--- config.mk ---
export PLATFORM = sky130hd
export DESIGN_NAME = obcd_loader
export DESIGN_NICKNAME = d
export VERILOG_FILES = /design/src/inc/obcd_pkg.sv /design/src/logic/obcd_loader.sv /design/src/logic/obcd_settle_decode.sv
export VERILOG_INCLUDE_DIRS = /design/src /design/src/inc
export SDC_FILE = /design/constraint.sdc
export NUM_CORES = 1
export LEC_CHECK = 0
export BUFFER_PORTS_ARGS = -buffer_cell sky130_fd_sc_hd__buf_4
export CAP_MARGIN = 20
export CORE_UTILIZATION = 45
export CTS_CLUSTER_SIZE = 16
export DETAILED_ROUTE_END_ITERATION = 10
export GPL_ROUTABILITY_DRIVEN = 0
export GPL_TIMING_DRIVEN = 0
export PLACE_DENSITY = 0.69
export SLEW_MARGIN = 20
export SYNTH_ARGS = -nofsm -noshare
export SYNTH_HDL_FRONTEND = slang
export SYNTH_SLANG_ARGS = --single-unit
--- constraint.sdc ---
create_clock -name sys_clk -period 6.6 [get_ports sys_clk]
set_clock_uncertainty 0.2 [all_clocks]
set_input_delay 0.33 -clock sys_clk [delete_from_list [all_inputs] [get_ports sys_clk]]
set_output_delay 0.33 -clock sys_clk [all_outputs]
set_load 0.02 [all_outputs]
--- src/inc/obcd_defines.svh ---
`ifndef OBCD_DEFINES_SVH
`define OBCD_DEFINES_SVH

// option byte indices within the stored image
`define OBCD_IDX_MISC      4'h0
`define OBCD_IDX_CLK       4'h1
`define OBCD_IDX_SETTLE    4'h2
`define OBCD_IDX_UNPROT    4'h3
`define OBCD_IDX_WAIT      4'h4
`define OBCD_IDX_KEY0      4'h5
`define OBCD_NUM_BYTES     4'h9
`define OBCD_IDX_W         4

// misc byte field positions
`define OBCD_BIT_SLOW_OSC  0
`define OBCD_BIT_INDEP_HW  1
`define OBCD_BIT_WIN_HW    2
`define OBCD_BIT_WIN_HALT  3
// clock byte and wait byte field positions
`define OBCD_BIT_EXT_CLK   3
`define OBCD_BIT_WAKE_SEL  2
`define OBCD_PRESCALE_HI   1
`define OBCD_PRESCALE_LO   0
`define OBCD_BIT_WAIT      0

// crystal settle encodings and cycle counts
`define OBCD_SETTLE_HALF   8'he1
`define OBCD_SETTLE_8      8'hd2
`define OBCD_SETTLE_128    8'hb4
`define OBCD_SETTLE_2048   8'h00
`define OBCD_CYC_HALF      12'h000
`define OBCD_CYC_8         12'h008
`define OBCD_CYC_128       12'h080
`define OBCD_CYC_2048      12'h800

// temporary unprotection
`define OBCD_UNPROT_OFF    4'h5
`define OBCD_KEY_LOW_BAD   8'h00
`define OBCD_KEY_HIGH_BAD  8'hff

// autowake prescale divide ratios to 128 kHz
`define OBCD_DIV_24M       8'hbb
`define OBCD_DIV_16M       8'h7d
`define OBCD_DIV_8M        8'h3e
`define OBCD_DIV_4M        8'h1f

`endif

--- src/inc/obcd_pkg.sv ---
package obcd_pkg;

  typedef enum logic [3:0]
  {
    OBCD_IDLE = 4'b0001,
    OBCD_READ = 4'b0010,
    OBCD_WAIT = 4'b0100,
    OBCD_DONE = 4'b1000
  } obcd_state_t;

  typedef logic [7:0] obcd_byte_t;

endpackage

--- src/logic/obcd_loader.sv ---
`timescale 1ns/100ps
`include "obcd_defines.svh"

// Overview of operation
// - slow_osc_cpu_allow 1 offers slow internal oscillator as cpu clock, 0 does not.
// - indep_dog_hw_start 1 starts independent watchdog by hardware, 0 leaves to software.
// - window_dog_hw_start 1 starts window watchdog by hardware, 0 leaves to software.
// - window_dog_halt_reset 1 resets on halt entry while window watchdog active.
// - ext_clock_select 1 means driven clock on input pin, 0 means crystal.
// - autowake_clock_select 0 clocks wakeup from slow osc, 1 from prescaled external.
// - autowake_prescale 00/01/10/11 divides 24/16/8/4 MHz down to 128 kHz.
// - crystal_settle_count e1/d2/b4/00 gives 0.5/8/128/2048 oscillator cycles.
// - temp_unprotect_ctrl 0101 disables temporary unprotection; other values enable it.
// - wait state bit 1 adds one wait state to flash and eeprom reads.
module obcd_loader
  import obcd_pkg::*;
(
  // clock and reset
  input  wire logic        sys_clk,
  input  wire logic        rstn,
  // option storage read port
  output logic [3:0]       opt_addr,
  output logic             opt_rd,
  input  wire obcd_byte_t  opt_data,
  input  wire logic        opt_valid,
  // run-time request from the watchdog path
  input  wire logic        window_dog_active,
  input  wire logic        halt_entry,
  // load status
  output logic             cfg_loaded,
  output logic             units_rst_n,
  // clock controller
  output logic             slow_osc_cpu_allow,
  output logic             ext_clock_select,
  output logic             osc_output_pin_drive,
  output logic [11:0]      crystal_settle_cycles,
  output logic             crystal_settle_half,
  output logic             crystal_settle_code_ok,
  // watchdogs
  output logic             indep_dog_hw_start,
  output logic             window_dog_hw_start,
  output logic             window_dog_halt_reset,
  output logic             halt_reset_req,
  // auto wakeup
  output logic             autowake_clock_select,
  output logic [1:0]       autowake_prescale,
  output logic [7:0]       autowake_divide,
  // memory protection and flash
  output logic [3:0]       temp_unprotect_ctrl,
  output logic             temp_unprotect_en,
  output logic [31:0]      temp_unprotect_key,
  output logic             temp_unprotect_key_ok,
  output logic             flash_wait_state
);

  // ----------------------------------------
  // load sequencer
  // ----------------------------------------
  obcd_state_t               state_reg;
  obcd_state_t               state_next;
  logic [`OBCD_IDX_W-1:0]    idx_reg;
  logic [`OBCD_IDX_W-1:0]    idx_next;
  obcd_byte_t                img_reg [0:8];
  obcd_byte_t                img_next [0:8];
  logic                      hrst_reg;
  logic                      hrst_next;

  function automatic logic key_good(input obcd_byte_t k);
    key_good = (k != `OBCD_KEY_LOW_BAD) && (k != `OBCD_KEY_HIGH_BAD);
  endfunction

  always_comb
  begin
    state_next = state_reg;
    idx_next   = idx_reg;
    for (int i = 0; i < 9; i++)
      img_next[i] = img_reg[i];
    case (state_reg)
      OBCD_IDLE: state_next = OBCD_READ;
      OBCD_READ: state_next = OBCD_WAIT;
      OBCD_WAIT:
      begin
        if (opt_valid)
        begin
          img_next[idx_reg] = opt_data;
          if (idx_reg == `OBCD_NUM_BYTES - 4'h1)
            state_next = OBCD_DONE;
          else
          begin
            idx_next   = idx_reg + 4'h1;
            state_next = OBCD_READ;
          end
        end
      end
      // settings frozen until the next reset
      OBCD_DONE: state_next = OBCD_DONE;
      default:   state_next = OBCD_IDLE;
    endcase
  end

  always_ff @(posedge sys_clk or negedge rstn)
  begin
    if (!rstn)
    begin
      state_reg <= OBCD_IDLE;
      idx_reg   <= '0;
      for (int i = 0; i < 9; i++)
        img_reg[i] <= 8'h00;
    end
    else
    begin
      state_reg <= state_next;
      idx_reg   <= idx_next;
      for (int i = 0; i < 9; i++)
        img_reg[i] <= img_next[i];
    end
  end

  assign opt_addr    = idx_reg;
  assign opt_rd      = (state_reg == OBCD_READ);
  assign cfg_loaded  = (state_reg == OBCD_DONE);
  // dependent units held in reset until image complete
  assign units_rst_n = (state_reg == OBCD_DONE);

  // ----------------------------------------
  // field decode
  // ----------------------------------------
  // outputs read zero from reset and follow each byte as it loads; only osc_output_pin_drive and temp_unprotect_en wait for cfg_loaded
  assign slow_osc_cpu_allow   = img_reg[`OBCD_IDX_MISC][`OBCD_BIT_SLOW_OSC];
  assign indep_dog_hw_start   = img_reg[`OBCD_IDX_MISC][`OBCD_BIT_INDEP_HW];
  assign window_dog_hw_start  = img_reg[`OBCD_IDX_MISC][`OBCD_BIT_WIN_HW];
  assign window_dog_halt_reset = img_reg[`OBCD_IDX_MISC][`OBCD_BIT_WIN_HALT];
  assign ext_clock_select     = img_reg[`OBCD_IDX_CLK][`OBCD_BIT_EXT_CLK];
  // crystal needs the output pin, external clock leaves it free
  assign osc_output_pin_drive = cfg_loaded & ~ext_clock_select;
  assign autowake_clock_select = img_reg[`OBCD_IDX_CLK][`OBCD_BIT_WAKE_SEL];
  assign autowake_prescale    =
    img_reg[`OBCD_IDX_CLK][`OBCD_PRESCALE_HI:`OBCD_PRESCALE_LO];
  assign temp_unprotect_ctrl  = img_reg[`OBCD_IDX_UNPROT][3:0];
  assign temp_unprotect_en    = cfg_loaded && (temp_unprotect_ctrl != `OBCD_UNPROT_OFF);
  assign flash_wait_state     = img_reg[`OBCD_IDX_WAIT][`OBCD_BIT_WAIT];

  // ----------------------------------------
  // registered decode
  // ----------------------------------------
  // decoded from the next image so these move in step with the image bytes
  logic [1:0]                prescale_next;
  logic [7:0]                divide_reg;
  logic [7:0]                divide_next;
  logic [11:0]               settle_cyc_reg;
  logic [11:0]               settle_cyc_next;
  logic                      settle_half_reg;
  logic                      settle_half_next;
  logic                      settle_ok_reg;
  logic                      settle_ok_next;

  always_comb
  begin
    prescale_next = img_next[`OBCD_IDX_CLK][`OBCD_PRESCALE_HI:`OBCD_PRESCALE_LO];
    case (prescale_next)
      2'b00:   divide_next = `OBCD_DIV_24M;
      2'b01:   divide_next = `OBCD_DIV_16M;
      2'b10:   divide_next = `OBCD_DIV_8M;
      default: divide_next = `OBCD_DIV_4M;
    endcase
  end

  always_ff @(posedge sys_clk or negedge rstn)
  begin
    if (!rstn)
    begin
      // reset values decode an all-zero image
      divide_reg      <= `OBCD_DIV_24M;
      settle_cyc_reg  <= `OBCD_CYC_2048;
      settle_half_reg <= 1'b0;
      settle_ok_reg   <= 1'b1;
    end
    else
    begin
      divide_reg      <= divide_next;
      settle_cyc_reg  <= settle_cyc_next;
      settle_half_reg <= settle_half_next;
      settle_ok_reg   <= settle_ok_next;
    end
  end

  assign autowake_divide        = divide_reg;
  assign crystal_settle_cycles  = settle_cyc_reg;
  assign crystal_settle_half    = settle_half_reg;
  assign crystal_settle_code_ok = settle_ok_reg;

  // ----------------------------------------
  // unprotect keys
  // ----------------------------------------
  logic [3:0] key_ok;
  genvar g;
  generate
    for (g = 0; g < 4; g++)
    begin : g_key
      assign temp_unprotect_key[8*g +: 8] = img_reg[`OBCD_IDX_KEY0 + g];
      // flag keys the programmer left illegal
      assign key_ok[g] = key_good(img_reg[`OBCD_IDX_KEY0 + g]);
    end
  endgenerate
  assign temp_unprotect_key_ok = &key_ok;

  // ----------------------------------------
  // halt reset request
  // ----------------------------------------
  always_comb
  begin
    hrst_next = cfg_loaded && window_dog_halt_reset
                && window_dog_active && halt_entry;
  end

  always_ff @(posedge sys_clk or negedge rstn)
  begin
    if (!rstn)
      hrst_reg <= 1'b0;
    else
      hrst_reg <= hrst_next;
  end
  assign halt_reset_req = hrst_reg;

  // ----------------------------------------
  // crystal settle decode
  // ----------------------------------------
  obcd_settle_decode u_settle
  (
    .code       (img_next[`OBCD_IDX_SETTLE]),
    .cycles     (settle_cyc_next),
    .half_cycle (settle_half_next),
    .code_valid (settle_ok_next)
  );

endmodule

--- src/logic/obcd_settle_decode.sv ---
`timescale 1ns/100ps
`include "obcd_defines.svh"

module obcd_settle_decode
  import obcd_pkg::*;
(
  // stored settle byte
  input  wire obcd_byte_t  code,
  // decoded wait
  output logic [11:0]      cycles,
  output logic             half_cycle,
  output logic             code_valid
);

  // ----------------------------------------
  // settle count decode
  // ----------------------------------------
  always_comb
  begin
    half_cycle = 1'b0;
    code_valid = 1'b1;
    case (code)
      `OBCD_SETTLE_HALF:
      begin
        cycles     = `OBCD_CYC_HALF;
        half_cycle = 1'b1;
      end
      `OBCD_SETTLE_8:    cycles = `OBCD_CYC_8;
      `OBCD_SETTLE_128:  cycles = `OBCD_CYC_128;
      `OBCD_SETTLE_2048: cycles = `OBCD_CYC_2048;
      default:
      begin
        // unknown code: take the longest, safest wait
        cycles     = `OBCD_CYC_2048;
        code_valid = 1'b0;
      end
    endcase
  end

endmodule

# [Word level (Yosys, flattened, before mapping)]
# Index checks and enable logic that the tools add are counted.
[totals] register_bits=103 in_bits=13 n_memories=0 rom_bits=0 elab_cells=71 latch_bits=0 mem_bits_rw=0
[classes] order_cmp=2 eq_ne=16 n_div=0 n_bitwise=4 n_reduce_logical=19 shifts=0 mux=12 addsub=1 n_mul=0
[ops] op="2-to-1 mux 58 bit" count=2
[ops] op="bitwise mux 72 bit" count=1
[ops] op="one-hot mux 12 bit (3 select lines)" count=1
[ops] op="demux 8 bit (select 4 bit)" count=1
[ops] op="inequality test 8 bit, second input constant" count=4
[ops] op="nonzero test 8 bit" count=4
[ops] op="equality test 8 bit, second input constant" count=3
[ops] op="one-hot mux 8 bit (3 select lines)" count=1
[ops] op="one-hot mux 4 bit (4 select lines)" count=1
[ops] op="logical AND 1 bit" count=9
[ops] op="equality test 4 bit, second input constant" count=2
[ops] op="zero test 8 bit" count=1
[ops] op="2-to-1 mux 4 bit" count=2
[ops] op="2-to-1 mux 8 bit" count=1
[ops] op="greater-or-equal comparator 5 bit, second input constant" count=1
[ops] op="< comparator 5 x 1 -> 1 bit, second input constant" count=1
[ops] op="inverter 4 -> 5 bit" count=1
[ops] op="adder 4 x 1 -> 4 bit, second input constant" count=1
[ops] op="equality test 4 x 1 -> 1 bit, second input constant" count=1
[ops] op="equality test 4 x 2 -> 1 bit, second input constant" count=1
[ops] op="equality test 4 x 3 -> 1 bit, second input constant" count=1
[ops] op="inequality test 4 x 3 -> 1 bit, second input constant" count=1
[ops] op="AND reduction 4 bit" count=1
[ops] op="OR reduction 4 bit" count=1
[ops] op="9 further kinds" count=11

# [Logic depth before layout (Yosys ltp)]
[logic_depth] depth_word=11 ltp_mapped=7 ltp_nobuf=6

# [Hierarchy]
# From an unflattened synthesis, not the netlist that was laid out.
[unflattened] cells_unflattened=302 area_unflattened_um2=3973.8
[modules_own_cells] mod="obcd_loader" n_inst=1 cells_each=279 area_each_um2=3812.4
[modules_own_cells] mod="obcd_settle_decode" n_inst=1 cells_each=23 area_each_um2=161.4

# [Worst setup path before layout]
# OpenSTA, ideal clock, no wires.
[synth_path] path_kind="register -> register" start="reg idx_reg[0], in the netlist opt_addr[0]" end="reg settle_ok_reg, in the netlist crystal_settle_code_ok" stages_incl_launch_ff=8 setup_ps=94 setup_slack_ps=4245 arrival_ps=2061 period_less_slack_ps=2355 path_cell_list="dfrtp_1 inv_1 ha_1 nor4b_1 nand4_2 buf_6 mux2i_2 or4_1"
[synth_via] elab_chain_len=11 word_cells_on_any_way=15 cone_classes="2 x order compare; 3 x eq/ne; 6 x mux; 1 x bitwise; 3 x reduce/logical"
[synth_rtl] item="start, declared" line="obcd_loader.sv:61" text="logic [`OBCD_IDX_W-1:0] idx_reg;"
[synth_rtl] item="start signal, assigned" line="obcd_loader.sv:113" text="idx_reg <= idx_next;"
[synth_rtl] item="inverter 4 -> 5 bit (implied by the code) (*)" line="obcd_loader.sv:85" text="img_next[idx_reg] = opt_data;"
[synth_rtl] item="greater-or-equal comparator 5 bit (implied by the code) or < comparator 5 x 1 -> 1 bit (tied branches)" line="obcd_loader.sv:85"
[synth_rtl] item="logical AND 1 bit (implied by the code)" line="obcd_loader.sv:85"
[synth_rtl] item="2-to-1 mux 8 bit (implied by the code)" line="obcd_loader.sv:85"
[synth_rtl] item="demux 8 bit (select 4 bit) (*)" line="obcd_loader.sv:85"
[synth_rtl] item="bitwise mux 72 bit (*)" line="obcd_loader.sv:85"
[synth_rtl] item="2-to-1 mux 58 bit (*)" line="obcd_loader.sv:83" text="if (opt_valid)"
[synth_rtl] item="2-to-1 mux 58 bit (*)" line="obcd_loader.sv:78" text="case (state_reg)"
[synth_rtl] item="equality test 8 bit or zero test 8 bit (tied branches)" line="obcd_settle_decode.sv:22" text="case (code)"
[synth_rtl] item="OR reduction 4 bit (no line) (*)"
[synth_rtl] item="2-to-1 mux 1 bit (*)" line="obcd_settle_decode.sv:22"
[synth_rtl] item="via settle_ok_next" line="obcd_loader.sv:155" text="logic settle_ok_next;"
[synth_rtl] item="end signal, assigned" line="obcd_loader.sv:183" text="settle_ok_reg <= settle_ok_next;"
[synth_rtl] item="end, declared" line="obcd_loader.sv:154" text="logic settle_ok_reg;"
# The timed path passes the listed nets; every way through them passes the cells marked *.
# A chain may end at the register's enable or synchronous reset.

# [Worst setup path in the final report]
# Ends and elaborated chain as after synthesis.

==> out/results.ini <==
[yosys]
ys.warnings.count=0
synthDistinctLibCells=41
yosysTopAreaCellShare_pct=44.0
netlist_area_um2=3750
synth_edf_count=0
syn_inst=311
synth-main-ff-cell=dfrtp_1
synth_area_per_cell_um2=12.1
yosys-top-cells-area=dfrtp_1 (44%), mux2_2 (14%), buf_4 (11%)
seq_area_frac_synth_pct=48.9
synth_top_area_cell=dfrtp_1
synth_seq_cells=73
async_flop_share_pct=100

[timing]
finalHoldViolations=0
max-slew-margin-rel_pct=39.7
finalWorstPathRequiredPeriod_ns=2.59
fin_hold_ws_ns=0.0263
worstMarginPinSlew_ns=0.904
finalSetupViolCount=0
grt_setup_unrepaired=no
setup_slack_ns=4.01
maxSlewViolCount=0
tns_ns=0
fmax_mhz=387
finalCritPeriodShare_pct=39.2

[power]
p_sw_mw=0.461
switching_share_pct=31.2
clockPowerShare_pct=28.7
ir_worst_vdd_uv=189
p_int_mw=1.01
p_total_mw=1.48
combPwrFrac_pct=30.8
power.density_nw_per_um2=311
p_seq_share_pct=40.4
leakagePower_nw=2.57

[clock_tree]
htreeDepth=3
clk_pin_slew_worst_paths_ns=0.07
clockBufferDepth=2
cts_buffers=9
cts_root_buffer=clkbuf_8
clock_latency_ns=0.35
cts_resized=0
cts_tree=done
cts_setup_buffers=0
cts_sinks=73

[cells_and_area]
final_cell_count_no_fill=516
utilization_pct=60.2
finalNetCount=427
multiInputGateArea_um2=1470
drive_above_1_share_pct=52.2
nFillCells=650
final_common_cell=buf_4
mostFrequentLayoutCells=buf_4 (131), dfrtp_1 (66), mux2_2 (47)
synthToLayoutAreaGrowth_pct=26.6
regArea_um2=1840
antenna_cells=0
largest_reg_flops=32
final_area_um2=4750

[floorplan]
core_area_um2=7890
initial_core_util_pct=47.6
ios=91
die_h_um=93.3
die_x_um=93.3
dieArea_um2=8710
core.rowCount=32

[status]
status=finished clean

[critical_path]
critPathBufInv=2
cp_max_fo=10
path_cells=inv_1 > ha_1 > nor4b_1 > nand4_2 > buf_6 > mux2i_2 > or4_1
cp.required_ns=6.67
slowest_stage=or4_1
critical-path-top-delay-family=simple AND/OR/NAND/NOR gates
critPathMaxStageDelay_ns=0.48
crit_path_start_kind=flip-flop
timing_worst_setup_path_type=flip-flop to flip-flop
r2r-start=opt_addr[0]
cp-startpoint=opt_addr[0]
arrival_ns=2.65
cp-end-kind=flip-flop

[worst_hold_path]
min-delay-path-class=input pin to flip-flop
hp-start=window_dog_active

[drt]
drt-total-wl_um=7650
avgRoutedWirePerCell_um=14.8
dr_total_vias=2558
route.met3.wl_um=296
drt-vias-per-instance=4.96
first_iter_violations=97
drtPass1Iterations=4
drc_errors=0
ant_nets=0
wl_met1_um=3400
topRoutingLayerUsed=met4
route.met2.wl_um=3810

[global_route]
track_usage_pct=19.5
grt_max_degree=74
grt_pass1_vias=2576
antenna_found_initial=0
grt_pass1_wl_um=12800
grt_overflow=0

[flow_run]
drv_cap=0

[placement]
port_buffers=78
dp_slack_ns=4.01
post-dp-hpwl_um=5390
placed_area_um2=4500
place_inst=500

## logic make-up after synthesis
family	synth area share [%]
flip-flops	48.9
AND/OR/NAND/NOR	15.2
XOR/XNOR	0.700
AO/OA/AOI/OAI	1.40
buffers and inverters	12.8
adder cells (fa/ha/maj)	1.33
multiplexers	19.4
other	0.200
## power groups by stage
| stage | sequential [mW] | clock (mW) | combinational, mW |
|---|---|---|---|
| 2_1_floorplan | 0.640 | 0 | 0.269 |
| 3_3_place_gp | 0.601 | 0 | 0.451 |
| 3_5_place_dp | 0.606 | 0 | 0.460 |
| 4_1_cts | 0.597 | 0.432 | 0.461 |
| 5_1_grt | 0.609 | 0.454 | 0.501 |
| 6_report | 0.597 | 0.424 | 0.455 |
## layout make-up
class                      count  area share, %
clock buffer                  10           2.90
timing repair buffer          79           12.5
multi-input combinational    179           30.9
tap                          102           2.69
inverter                       4          0.316
buffer                        64           9.82
clock inverter                 5           2.19
sequential                    73           38.6
## routing by layer
metal  vias up  GRT usage (%)
met4         0           7.82
met3        12           4.23
met1      1241           24.6
met2        59           32.7
li1       1246              -
met5         -              0
## cells in the mapped netlist (6+ instances only)
cell type and instances:
nand4_1 9, nor4_1 13, nand2_1 16, mux2i_1 6, nor3_1 7, mux2_1 11, dfstp_2 7, dfrtp_1 66
mux2_2 47, buf_4 53, nor2_1 8
## worst min-delay path, delay by kind of cell
kind | cells | cell delay (ns)
AND/OR/NAND/NOR | 2 | 0.11
buffers and inverters | 1 | 0.11
## worst paths after layout
check,endpoint,slack (ns),cells past startpoint
setup / recovery,crystal_settle_code_ok,4.01,7
hold / removal,halt_reset_req,0.03,3
setup reg to reg,crystal_settle_code_ok,4.01,7
hold reg to reg,flash_wait_state,0.32,1
max in group asynchronous,crystal_settle_half,5.16,2
min in group asynchronous,state_reg[3],0.44,2
## what timing repair did
item                                    in CTS  in global routing
hold endpoints to repair                    66                  0
hold buffers                                 1                  0
endpoints found under the setup margin       0                  0
No activity file was read; power rests on OpenSTA's default activity.
